**config.mk**
```make
export PLATFORM = sky130hd
export DESIGN_NAME = nbg_noise_byte_generator
export DESIGN_NICKNAME = d
export VERILOG_FILES = /design/src/nbg_pkg.sv /design/src/nbg_noise_byte_generator.sv /design/src/nbg_bias_fix.sv
export SDC_FILE = /design/constraint.sdc
export NUM_CORES = 1
export LEC_CHECK = 0
export BUFFER_PORTS_ARGS = -buffer_cell sky130_fd_sc_hd__buf_2
export CORE_MARGIN = 2
export CORE_UTILIZATION = 61
export DETAILED_ROUTE_END_ITERATION = 10
export GPL_TIMING_DRIVEN = 0
export PLACE_DENSITY_LB_ADDON = 0.08
export SLEW_MARGIN = 20
export SYNTH_ARGS = -nofsm -noshare
export SYNTH_HDL_FRONTEND = slang
export SYNTH_HIERARCHICAL = 1
export SYNTH_SLANG_ARGS = --single-unit
```
**constraint.sdc**
```tcl
create_clock -name clk_i -period 3.23 [get_ports clk_i]
set_input_delay 0.323 -clock clk_i [delete_from_list [all_inputs] [get_ports clk_i]]
set_output_delay 0.323 -clock clk_i [all_outputs]
set_load 0.03 [all_outputs]
```
**src/nbg_pkg.sv**
```systemverilog
package nbg_pkg;
	// ----------------------------------------
	// Register map
	// ----------------------------------------
	localparam logic [7:0] NBG_ADDR_CTRL = 8'hD6;
	localparam logic [7:0] NBG_ADDR_DATA = 8'hD7;
	localparam int NBG_BIT_POWER = 7;
	localparam int NBG_BIT_BIASFIX = 6;
	localparam int NBG_BIT_VALID = 5;
	localparam logic [7:0] NBG_CTRL_RESET = 8'h40;
	localparam logic [7:0] NBG_DATA_RESET = 8'h00;
	// ----------------------------------------
	// Timing
	// ----------------------------------------
	localparam int NBG_CLK_HZ = 40000000;
	localparam int NBG_STARTUP_NS = 250000;
	localparam int NBG_STARTUP_CYC = (NBG_STARTUP_NS * (NBG_CLK_HZ / 1000000) + 999) / 1000;
	localparam int NBG_BYTE_NS = 100000;
	localparam int NBG_BYTE_CYC = NBG_BYTE_NS * (NBG_CLK_HZ / 1000000) / 1000;
	localparam int NBG_BITS = 8;
	localparam int NBG_CNT_W = 16;
	// ----------------------------------------
	// Corrector pair states
	// ----------------------------------------
	typedef enum logic [1:0] {
		NBG_PAIR_FIRST = 2'b01,
		NBG_PAIR_SECOND = 2'b10
	} nbg_pair_e;
endpackage : nbg_pkg

```
**src/nbg_noise_byte_generator.sv**
```systemverilog
// What this block does
// Collect random bits only after power-on bit is written one; idle otherwise.
// Shift corrected bits into eight-bit holder; completed byte shown in data register.
// Valid flag sets on fresh byte, clears on data read, sets again later.
// New-byte interrupt follows the valid flag exactly.
// Power-on rising edge clears data register and valid flag.
// Software ignores data and flag while powered down.
// Bias-fix bit selects corrector; cleared bypasses it for faster bits.
// Byte time is variable, about 0.1ms bypassed, four times corrected.
// First byte after power-on waits extra start-up time of 0.25ms.
// Control: power bit7, bias bit6 RW, valid bit5 RO, reset 0x40.
// Data register at 0xD7, eight bits, read-only, resets to zero.
// Generation continues while the processor is in standby.
// Noise is an input bit with strobe; corrector is a pair extractor.
// Clearing power-on stops collection and drops the partial byte.
module nbg_noise_byte_generator
	import nbg_pkg::*;
#(
	parameter int STARTUP_CYC = NBG_STARTUP_CYC
) (
	// Clock and reset
	input wire logic clk_i,
	input wire logic rst_n_i,
	// Special-function register port
	input wire logic [7:0] sfr_addr_i,
	input wire logic sfr_wr_i,
	input wire logic [7:0] sfr_wdata_i,
	input wire logic sfr_rd_i,
	output logic [7:0] sfr_rdata_o,
	// Processor standby indication, does not stop the generator
	input wire logic standby_i,
	// Noise source
	input wire logic noise_bit_i,
	input wire logic noise_valid_i,
	// Interrupt
	output logic new_byte_irq_o
);
	import nbg_pkg::*;

	// A start-up span of zero is refused, and the warm-up counter cannot hold one wider than itself
	if (STARTUP_CYC < 1 || STARTUP_CYC >= (1 << NBG_CNT_W)) begin : g_bad_startup
		$error("STARTUP_CYC out of range");
	end

	// ----------------------------------------
	// Reset release
	// ----------------------------------------
	logic rst_meta_ff;
	logic rst_sync_ff;
	always_ff @(posedge clk_i or negedge rst_n_i) begin
		if (!rst_n_i) begin
			rst_meta_ff <= 1'b0;
			rst_sync_ff <= 1'b0;
		end else begin
			rst_meta_ff <= 1'b1;
			rst_sync_ff <= rst_meta_ff;
		end
	end
	wire rst_n = rst_sync_ff;

	// ----------------------------------------
	// Registers and decode
	// ----------------------------------------
	logic gen_power_on_ff;
	logic bias_fix_enable_ff;
	logic byte_valid_flag_ff;
	logic [7:0] byte_out_ff;
	logic [7:0] shift_ff;
	logic [2:0] bit_cnt_ff;
	logic [NBG_CNT_W-1:0] warm_cnt_ff;
	logic [7:0] rdata_ff;
	logic irq_ff;

	wire ctrl_wr = sfr_wr_i && (sfr_addr_i == NBG_ADDR_CTRL);
	wire data_rd = sfr_rd_i && (sfr_addr_i == NBG_ADDR_DATA);
	wire ctrl_rd = sfr_rd_i && (sfr_addr_i == NBG_ADDR_CTRL);
	wire nxt_power = ctrl_wr ? sfr_wdata_i[NBG_BIT_POWER] : gen_power_on_ff;
	wire nxt_bias = ctrl_wr ? sfr_wdata_i[NBG_BIT_BIASFIX] : bias_fix_enable_ff;
	wire power_rise = nxt_power && !gen_power_on_ff;
	// Standby is deliberately not part of this term
	wire running = gen_power_on_ff && (warm_cnt_ff == '0);
	wire [7:0] ctrl_view = {gen_power_on_ff, bias_fix_enable_ff, byte_valid_flag_ff, 5'h00};

	// ----------------------------------------
	// Corrector
	// ----------------------------------------
	logic fix_bit;
	logic fix_valid;
	nbg_bias_fix u_fix (
		.clk_i(clk_i),
		.rst_n_i(rst_n),
		.run_i(running),
		.enable_i(bias_fix_enable_ff),
		.raw_bit_i(noise_bit_i),
		.raw_valid_i(noise_valid_i && running),
		.bit_o(fix_bit),
		.valid_o(fix_valid)
	);

	// Pipeline hides corrector output that arrives right after power-off
	// Byte time follows the source strobe rate; the corrector drops pairs and slows it
	wire take_bit = fix_valid && running;
	wire byte_done = take_bit && (bit_cnt_ff == 3'(NBG_BITS - 1));
	wire [7:0] shifted = {shift_ff[6:0], fix_bit};

	wire nxt_valid = power_rise ? 1'b0 :
		byte_done ? 1'b1 :
		data_rd ? 1'b0 : byte_valid_flag_ff;
	wire [7:0] nxt_byte = power_rise ? NBG_DATA_RESET : byte_done ? shifted : byte_out_ff;
	wire [2:0] nxt_cnt = (!gen_power_on_ff || power_rise) ? 3'h0 :
		take_bit ? bit_cnt_ff + 3'h1 : bit_cnt_ff;
	wire [NBG_CNT_W-1:0] nxt_warm = power_rise ? NBG_CNT_W'(STARTUP_CYC) :
		(warm_cnt_ff != '0) ? warm_cnt_ff - NBG_CNT_W'(1) : warm_cnt_ff;
	// Read data is registered; value reflects state before this access
	wire [7:0] nxt_rdata = ctrl_rd ? ctrl_view : data_rd ? byte_out_ff : 8'h00;

	// ----------------------------------------
	// State
	// ----------------------------------------
	always_ff @(posedge clk_i or negedge rst_n) begin
		if (!rst_n) begin
			gen_power_on_ff <= NBG_CTRL_RESET[NBG_BIT_POWER];
			bias_fix_enable_ff <= NBG_CTRL_RESET[NBG_BIT_BIASFIX];
			byte_valid_flag_ff <= NBG_CTRL_RESET[NBG_BIT_VALID];
		end else begin
			gen_power_on_ff <= nxt_power;
			bias_fix_enable_ff <= nxt_bias;
			byte_valid_flag_ff <= nxt_valid;
		end
	end

	always_ff @(posedge clk_i or negedge rst_n) begin
		if (!rst_n) begin
			byte_out_ff <= NBG_DATA_RESET;
			shift_ff <= 8'h00;
			bit_cnt_ff <= 3'h0;
			warm_cnt_ff <= '0;
		end else begin
			byte_out_ff <= nxt_byte;
			shift_ff <= take_bit ? shifted : shift_ff;
			bit_cnt_ff <= nxt_cnt;
			warm_cnt_ff <= nxt_warm;
		end
	end

	always_ff @(posedge clk_i or negedge rst_n) begin
		if (!rst_n) begin
			rdata_ff <= 8'h00;
			irq_ff <= 1'b0;
		end else begin
			rdata_ff <= nxt_rdata;
			irq_ff <= nxt_valid;
		end
	end

	assign sfr_rdata_o = rdata_ff;
	assign new_byte_irq_o = irq_ff;
endmodule : nbg_noise_byte_generator

```
**src/nbg_bias_fix.sv**
```systemverilog
module nbg_bias_fix
	import nbg_pkg::*;
(
	// Clock and reset
	input wire logic clk_i,
	input wire logic rst_n_i,
	// Control
	input wire logic run_i,
	input wire logic enable_i,
	// Raw stream
	input wire logic raw_bit_i,
	input wire logic raw_valid_i,
	// Corrected stream
	output logic bit_o,
	output logic valid_o
);
	import nbg_pkg::*;

	nbg_pair_e pair_ff;
	nbg_pair_e nxt_pair;
	logic first_ff;
	logic nxt_first;
	logic bit_ff;
	logic valid_ff;
	logic nxt_bit;
	logic nxt_valid;

	// Von Neumann: 01 gives 0, 10 gives 1, equal pairs are dropped
	wire take_second = raw_valid_i && (pair_ff == NBG_PAIR_SECOND);
	wire pair_differs = take_second && (first_ff != raw_bit_i);

	always_comb begin
		nxt_pair = pair_ff;
		nxt_first = first_ff;
		nxt_bit = bit_ff;
		nxt_valid = 1'b0;
		if (!run_i) begin
			nxt_pair = NBG_PAIR_FIRST;
		end else if (!enable_i) begin
			nxt_pair = NBG_PAIR_FIRST;
			nxt_bit = raw_bit_i;
			nxt_valid = raw_valid_i;
		end else if (raw_valid_i) begin
			unique case (pair_ff)
				NBG_PAIR_FIRST: begin
					nxt_first = raw_bit_i;
					nxt_pair = NBG_PAIR_SECOND;
				end
				NBG_PAIR_SECOND: begin
					nxt_pair = NBG_PAIR_FIRST;
					nxt_bit = first_ff;
					nxt_valid = pair_differs;
				end
				default: nxt_pair = NBG_PAIR_FIRST;
			endcase
		end
	end

	always_ff @(posedge clk_i or negedge rst_n_i) begin
		if (!rst_n_i) begin
			pair_ff <= NBG_PAIR_FIRST;
			first_ff <= 1'b0;
			bit_ff <= 1'b0;
			valid_ff <= 1'b0;
		end else begin
			pair_ff <= nxt_pair;
			first_ff <= nxt_first;
			bit_ff <= nxt_bit;
			valid_ff <= nxt_valid;
		end
	end

	assign bit_o = bit_ff;
	assign valid_o = valid_ff;
endmodule : nbg_bias_fix

```
==> results of run 1 <==
-- worst register-to-register path: stages (launching register included) --
cell and delay (ns):
dfrtp_1 0.44, or4_4 0.54, nor4_2 0.57, and3_1 0.34, and2_1 0.22, nand3b_1 0.09
a21boi_1 0.16, mux2_2 0.34
-- logic make-up after synthesis --
group	share of synthesized area (%)
adders and majority gates	1.58
and+or+nand+nor	20.2
buffers and inverters	1.95
DFF	54.9
other	0.158
xor gates and xnor gates	0.369
muxes	10.1
AOI/OAI and AO/OA	10.7
-- per-stage QoR --
step / worst slack [ns] / hold WS (ns)
6_report: 0.410 / 0.226
5_1_grt: 0.220 / 0.248
4_1_cts: 0.159 / 0.248
3_5_place_dp: 0.169 / 0.109
3_3_place_gp: 0.210 / 0.107
2_1_floorplan: 0.546 / 0.0274
-- flip-flops by register name, indices dropped and copies added (netlist names) --
register / cells
warm_cnt_ff: 16
byte_out_ff: 8
sfr_rdata_o: 8
shift_ff: 7
bit_cnt_ff: 3
u_fix/pair_ff: 2
bias_fix_enable_ff: 1
byte_valid_flag_ff: 1
gen_power_on_ff: 1
rst_meta_ff: 1
rst_n: 1
u_fix/bit_o: 1
u_fix/first_ff: 1
u_fix/valid_o: 1
-- cell usage in the layout (no fill, tap or decap), drive strengths merged, types with 4 or more instances in the layout --
cell    synthesis  final
a21oi           8      8
a22o            8      8
and2            7      7
buf             1     25
clkbuf          6     11
dfrtp          50     50
inv             5      6
mux2           12     12
mux2i          10     10
nand2          12     12
nand2b          5      5
nand3           6      6
nor2            9      9
nor3            7      7
nor4            4      4
o21ai           9      9
or3             7      7
or4             8      8
-- routing by layer --
layer / wire length [µm] / share of wire (%) / up-vias
met5: 0 / 0 / -
met4: 82 / 1.9 / 0
met2: 2190 / 50 / 59
li1: - / - / 823
met3: 228 / 5.2 / 7
met1: 1890 / 43 / 836
-- power breakdown --
part | internal (mW) | switching [mW]
sequential | 0.707 | 0.0641
clock | 0.159 | 0.228
combinational | 0.110 | 0.120
total | 0.976 | 0.413
-- timing repair --
item,in CTS,in global routing
hold buffers,1,0
endpoints found under the setup margin,0,2
endpoints found under the hold margin,2,0
gates resized for setup,0,1
-- area by class of cell --
class | count | area (µm²)
buffer | 7 | 27.5
clock buffer | 5 | 68.8
clock inverter | 3 | 27.5
fill | 257 | 1000
inverter | 5 | 18.8
multi-input combinational | 143 | 1030
sequential | 52 | 1310
tap | 48 | 60.1
timing repair buffer | 25 | 145
-- path summary, 6_finish.rpt --
path,endpoint,slack [ns]
max,u_fix/bit_o,0.41
min,warm_cnt_ff[9],0.23
max reg2reg,u_fix/bit_o,0.41
min reg2reg,warm_cnt_ff[9],0.23
max in group asynchronous,sfr_rdata_o[5],2.49
min in group clk_i,gen_power_on_ff,0.25
==> results.toml, run 1 <==
[status]
outcome = "complete, no violations"

[synth]
yosysSeqAreaShare_pct = 54.9
synthDistinctLibCells = 44
synthCells = 207
yosysMostFrequentCell = "dfrtp_1"
synthesis.nets = 233
synth_area_per_cell_um2 = 11.5
synth_edf_count = 0
yosys-top-cells-area = "dfrtp_1 53%, mux2_2 5.2%, mux2i_1 4.2%"
async_reset_ff_share_pct = 100
yosysWarnings = 6
synth.largest_area_cell = "dfrtp_1"
ys_top_cells_by_count = "50 x dfrtp_1, 12 x nand2_1, 11 x mux2_2, 10 x mux2i_1"
yosys_most_used_dff = "dfrtp_1"
synth_top_area_share_pct = 52.7
ys_ff_latch = 52
netlist_area_um2 = 2370

[sta]
finalHoldViolations = 0
max_freq_mhz = 355
tns_ns = 0
finClkSkew_ns = 0.0141
max_slew.worst_pin.slew_ns = 0.645
relSlewSlack_pct = 56.6
finalCriticalPeriod_ns = 2.82
final_max_slew_viol_count = 0
setup_viol = 0
rsz0062_at_grt = "false"
finalCritPeriodShare_pct = 87.3

[clock_tree]
cts_num_sinks = 52
post_cts_buffers = 0
ctsHtreeMaxLevel = 2
path_clk_slew_ns = 0.11
ctsRootBufferMaster = "clkbuf_8"
clk_path_buf_depth = 2
cts_tree = "built"
clk_latency_ns = 0.32
cts-buffers-inserted = 5

[setup_path]
critPathLaunchType = "flip-flop"
worst_setup_path_end_kind = "flip-flop"
cp.depth = 7
r2r_cells = 7
crit_arrival_ns = 3.02
path_buf_inv = 0
critPathKind = "reg2reg"
cp.required_ns = 3.43
path_delay_family = "simple AND/OR/NAND/NOR gates"
crit_fanout = 7
crit-reg2reg-launch = "warm_cnt_ff[8]"
cpMaxStageDelayCell = "nor4_2"
slowest_delay_ns = 0.57
startpoint = "warm_cnt_ff[8]"
crit_chain = "or4_4 -> nor4_2 -> and3_1 -> and2_1 -> nand3b_1 -> a21boi_1 -> mux2_2"

[layout]
layout-drive-gt1-share_pct = 22.5
antennaDiodeCount = 0
fin_cells = 288
final_area_um2 = 2680
layout.nets = 265
syn_to_final_growth_pct = 13.0
fin_util_pct = 72.8

[global_routing]
grt_busiest_layer = "met2"
grt_max_degree = 30
gr-usage-met1_pct = 29.5
grtUsageMet3_pct = 5.11
grt_pass1_wl_mm = 7.60
grt_util_all_layers_pct = 23.4
met2_usage_pct = 38.4
overflow = 0
grt_pass1_vias = 1696
antenna_found_initial = 0

[die]
rows = 22
initial_core_util_pct = 64.4
io_pins = 32
core-area_um2 = 3690
die_w_um = 66.4
die_h_um = 66.4
die_area_um2 = 4410

[pwr]
power_mw = 1.39
cellLeakagePower_nw = 1.23
vdd_drop_max_uv = 351
p_per_area_nw_per_um2 = 517

[placement]
gp_congestion = 0.822
post-place-cells = 279
place_hpwl_mm = 3.18
port_buffers = 23
placed_area_um2 = 2570

[routing]
drt-vias-per-instance = 5.99
drt_iter0_drc = 113
vias = 1725
dr.pass1.iters = 4
ant_nets = 0
wl_mm = 4.39
wl_per_cell_um = 15.2
drc = 0

[run]
cap_violations = 0

[worst_hold_path]
min_path_type = "reg2async"
Note: power is estimated with default switching activity, not from simulation.
==> run 2: changes to the inputs <==
Settings changed: CORE_UTILIZATION 61 to 64, CTS_BUF_LIST from default to sky130_fd_sc_hd__clkbuf_8.
==> results.toml, run 2 (synthesis results as in run 1) <==
[status]
outcome = "complete, no violations"

[run]
cap_violations = 0

[placement]
post-place-cells = 279
port_buffers = 23
place_hpwl_mm = 3.20
gp_congestion = 0.810

[setup_path]
cpMaxStageDelayCell = "nor4_2"
critPathLaunchType = "flip-flop"
slowest_delay_ns = 0.56
crit_fanout = 7
startpoint = "warm_cnt_ff[8]"
crit-reg2reg-launch = "warm_cnt_ff[8]"
cp.required_ns = 3.43
crit_arrival_ns = 3.06
critPathKind = "reg2reg"
r2r_slack_ns = 0.37
worst_setup_path_end_kind = "flip-flop"
crit_chain = "or4_4 -> nor4_2 -> and3_1 -> and2_1 -> nand3b_1 -> a21boi_1 -> mux2_2"

[clock_tree]
cts-buffers-inserted = 5
post_cts_buffers = 0
ctsRootBufferMaster = "clkbuf_8"
cts_tree = "built"
cts_hold_buffers = 1
clk_path_buf_depth = 2
cts_num_sinks = 52
clk_latency_ns = 0.32
ctsHtreeMaxLevel = 2
cts-resized-gates = 0
path_clk_slew_ns = 0.10

[sta]
rsz0062_at_grt = "false"
hold_slack_ns = 0.187
tns_ns = 0
max_freq_mhz = 350
finalCritPeriodShare_pct = 88.6
final_max_slew_viol_count = 0
setup_viol = 0
relSlewSlack_pct = 56.2
finalCriticalPeriod_ns = 2.86
finalHoldViolations = 0
finClkSkew_ns = 0.0120
max_slew.worst_pin.slew_ns = 0.651

[layout]
layout.nets = 265
syn_to_final_growth_pct = 14.8
largest_register_ffs = 16
fin_util_pct = 75.6
layout-drive-gt1-share_pct = 22.5
antennaDiodeCount = 0
final_cell_mix = "49 x dfrtp_1, 24 x buf_2, 12 x nand2_1"
regMostFlops = "warm_cnt_ff"
fin_cells = 288
final_common_cell = "dfrtp_1"

[global_routing]
overflow = 0
antenna_found_initial = 0
grt_pass1_vias = 1751
grt_util_all_layers_pct = 25.6
grt_pass1_wl_mm = 8.11
grt_max_degree = 36

[routing]
drc = 0
ant_nets = 0
wl_per_cell_um = 16.8
drt_iter0_drc = 126
vias = 1774
wl_mm = 4.84
dr.pass1.iters = 4
drt-vias-per-instance = 6.16

[die]
die_area_um2 = 4210
die_h_um = 64.9
initial_core_util_pct = 65.9
rows = 22
die_w_um = 64.9
io_pins = 32
core-area_um2 = 3610

[pwr]
power_mw = 1.54
vdd_drop_max_uv = 424
cellLeakagePower_nw = 1.25
p_per_area_nw_per_um2 = 565

[worst_hold_path]
min_path_type = "reg2async"
==> run 2: cell count changes in the layout (fill, tap and decap cells not counted), sizes merged <==
| cell | before | now |
|---|---|---|
| clkinv | 1 | 0 |
| clkinvlp | 1 | 0 |
| bufinv | 0 | 2 |
==> run 2: metrics by stage <==
step / area (µm²) / worst slack (ns)
after global placement: 2550 / 0.208
after CTS: 2720 / 0.0700
final: 2730 / 0.369
after floorplan: 2370 / 0.546
after global routing: 2730 / 0.145
after detailed placement: 2570 / 0.178
==> run 2: power by group <==
part	internal [mW]	switching, mW
Sequential	0.707	0.0617
Combinational	0.110	0.126
Clock	0.312	0.222
==> run 2: metal layers <==
| layer | GRT usage, % | vias up | share of wire [%] |
|---|---|---|---|
| li1 | - | 821 | - |
| met1 | 30.8 | 877 | 41 |
| met2 | 44.5 | 66 | 52 |
| met3 | 5.38 | 10 | 5.1 |
| met4 | 10.9 | 0 | 1.7 |
| met5 | 0 | - | 0 |
==> run 2: final timing paths <==
check	endpoint	cells past startpoint
setup / recovery	u_fix/bit_o	7
min in group clk_i	gen_power_on_ff	2
setup reg to reg	u_fix/bit_o	7
hold / removal	sfr_rdata_o[6]	0
max in group asynchronous	warm_cnt_ff[7]	1
hold reg to reg	sfr_rdata_o[6]	0
==> run 2: worst max-delay path: cells and delay by family (launching register included) <==
family,cells,cell delay [ns]
muxes,1,0.35
AOI/OAI and AO/OA,1,0.17
and+or+nand+nor,5,1.78
DFF,1,0.45
==> run 2: cell type report <==
type / instances / area, µm²
tap: 48 / 60.1
buffer: 7 / 27.5
inverter: 5 / 18.8
fill: 248 / 881
multi-input combinational: 143 / 1030
sequential: 52 / 1310
timing repair buffer: 25 / 145
clock buffer: 5 / 68.8
clock inverter: 3 / 68.8
==> run 3: changes to the inputs <==
Settings changed: BUFFER_PORTS_ARGS -buffer_cell sky130_fd_sc_hd__buf_2 to default, CORE_UTILIZATION 64 to 65, DONT_BUFFER_PORTS from default to 1.
==> results.toml, run 3 (synthesis results as in run 1) <==
[setup_path]
crit_fanout = 7
crit_arrival_ns = 3.02
path_delay_family = "simple AND/OR/NAND/NOR gates"
cpMaxStageDelayCell = "or4_4"
worst_setup_path_end_kind = "flip-flop"
path_buf_inv = 0
critPathKind = "reg2reg"
cp.depth = 7
r2r_cells = 7
critPathLaunchType = "flip-flop"
slowest_delay_ns = 0.57
cp.required_ns = 3.44
crit_chain = "or4_4 -> nor4_2 -> and3_1 -> and2_1 -> nand3b_1 -> a21boi_1 -> mux2_2"

[pwr]
p_per_area_nw_per_um2 = 537
vdd_drop_max_uv = 420
cellLeakagePower_nw = 1.12

[routing]
ant_nets = 0
wl_per_cell_um = 16.1
highest_layer = "met4"
dr_wl_met3_um = 191
vias = 1675
drt_iter0_drc = 125
wl_met1_mm = 1.89
dr_wl_met2_mm = 2.10
drc = 0
dr.pass1.iters = 4
drt-vias-per-instance = 6.37
wl_mm = 4.24

[sta]
max_slew.worst_pin.slew_ns = 0.729
finalCriticalPeriod_ns = 2.82
finClkSkew_ns = 0.0106
finalCritPeriodShare_pct = 87.2
max_freq_mhz = 355
finalHoldViolations = 0
rsz0062_at_grt = "false"
tns_ns = 0
relSlewSlack_pct = 51.0
setup_viol = 0
layout_setup_ws_ns = 0.414
final_max_slew_viol_count = 0

[worst_hold_path]
holdPathStages = 1
min_path_type = "in2reg"

[global_routing]
antenna_found_initial = 0
grt_util_all_layers_pct = 23.5
grt_pass1_wl_mm = 7.45
grt_pass1_vias = 1694
grt_max_degree = 36
overflow = 0

[placement]
gp_congestion = 0.789
port_buffers = 0
pre_cts_ws_ns = 0.133
place_hpwl_mm = 3.11

[die]
io_pins = 32
initial_core_util_pct = 69.5
die_area_um2 = 4150
die_w_um = 64.4
core-area_um2 = 3420
rows = 21
die_h_um = 64.4

[layout]
largest_register_ffs = 16
final_common_cell = "dfrtp_1"
layout-drive-gt1-share_pct = 14.3
regMostFlops = "warm_cnt_ff"
final.fill_count = 227
layout.nets = 242
antennaDiodeCount = 0
syn_to_final_growth_pct = 8.01
final_cell_mix = "49 x dfrtp_1, 12 x nand2_1, 11 x mux2_2"

[status]
outcome = "complete, no violations"

[clock_tree]
path_clk_slew_ns = 0.10
post_cts_buffers = 0
clk_latency_ns = 0.31
clk_path_buf_depth = 2
cts-buffers-inserted = 5
cts_tree = "built"
cts_num_sinks = 52
ctsRootBufferMaster = "clkbuf_8"
ctsHtreeMaxLevel = 2

[run]
cap_violations = 0
[run 3: final timing paths]
kind                                 start               end  slack [ns]
max                        warm_cnt_ff[10]       u_fix/bit_o        0.41
max in group asynchronous            rst_n  u_fix/pair_ff[0]        2.50
min reg2reg                          rst_n    warm_cnt_ff[5]        0.18
max reg2reg                warm_cnt_ff[10]       u_fix/bit_o        0.41
min                            noise_bit_i    u_fix/first_ff        0.16
min in group asynchronous            rst_n    warm_cnt_ff[5]        0.18
[run 3: power by group]
part	switching, mW	total, mW	internal, mW
logic	0.127	0.231	0.105
registers	0.0610	0.768	0.707
clock network	0.221	0.379	0.158
[run 3: area by class of cell]
type / count / area (µm²) / area share [%]
plain buffers: 7 / 27.5 / 1.07
clock buffers: 5 / 68.8 / 2.68
clock inverters: 3 / 26.3 / 1.02
inverters: 5 / 18.8 / 0.732
multi-input cells: 143 / 1030 / 40.2
flip-flops and latches: 52 / 1310 / 50.9
well taps: 46 / 57.6 / 2.24
repair buffers: 2 / 30.0 / 1.17
[run 3: worst reg2reg max path, delay by kind of cell (launching register included)]
family             cells  cell delay, ns
AOI/OAI and AO/OA      1            0.16
and+or+nand+nor        5            1.80
muxes                  1            0.34
DFF                    1            0.42
[run 3: repair_timing]
item / 4_1_cts / 5_1_grt
hold endpoints to repair: 2 / 0
setup endpoints to repair: 0 / 2
gates resized for setup: 0 / 1
hold buffers: 1 / 0
[run 3: layer usage]
metal / global-route usage (%) / vias up
li1: - / 769
met1: 32.2 / 852
met2: 37.0 / 48
met3: 5.56 / 6
met4: 8.78 / 0
met5: 0 / -
[run 3: metrics by stage]
| stage | area (µm²) | power (mW) | hold WS [ns] | std cells | utilization [%] |
|---|---|---|---|---|---|
| finish | 2560 | 1.38 | 0.155 | 263 | 75.1 |
| global route | 2560 | 1.44 | 0.144 | 263 | 75.1 |
| CTS | 2560 | 1.38 | 0.156 | 263 | 74.9 |
| detailed placement | 2450 | 1.00 | 0.0275 | 254 | 71.8 |
| global placement | 2430 | 0.974 | 0.0275 | 253 | 71.2 |
| floorplan | 2370 | 0.942 | 0.0274 | 207 | - |
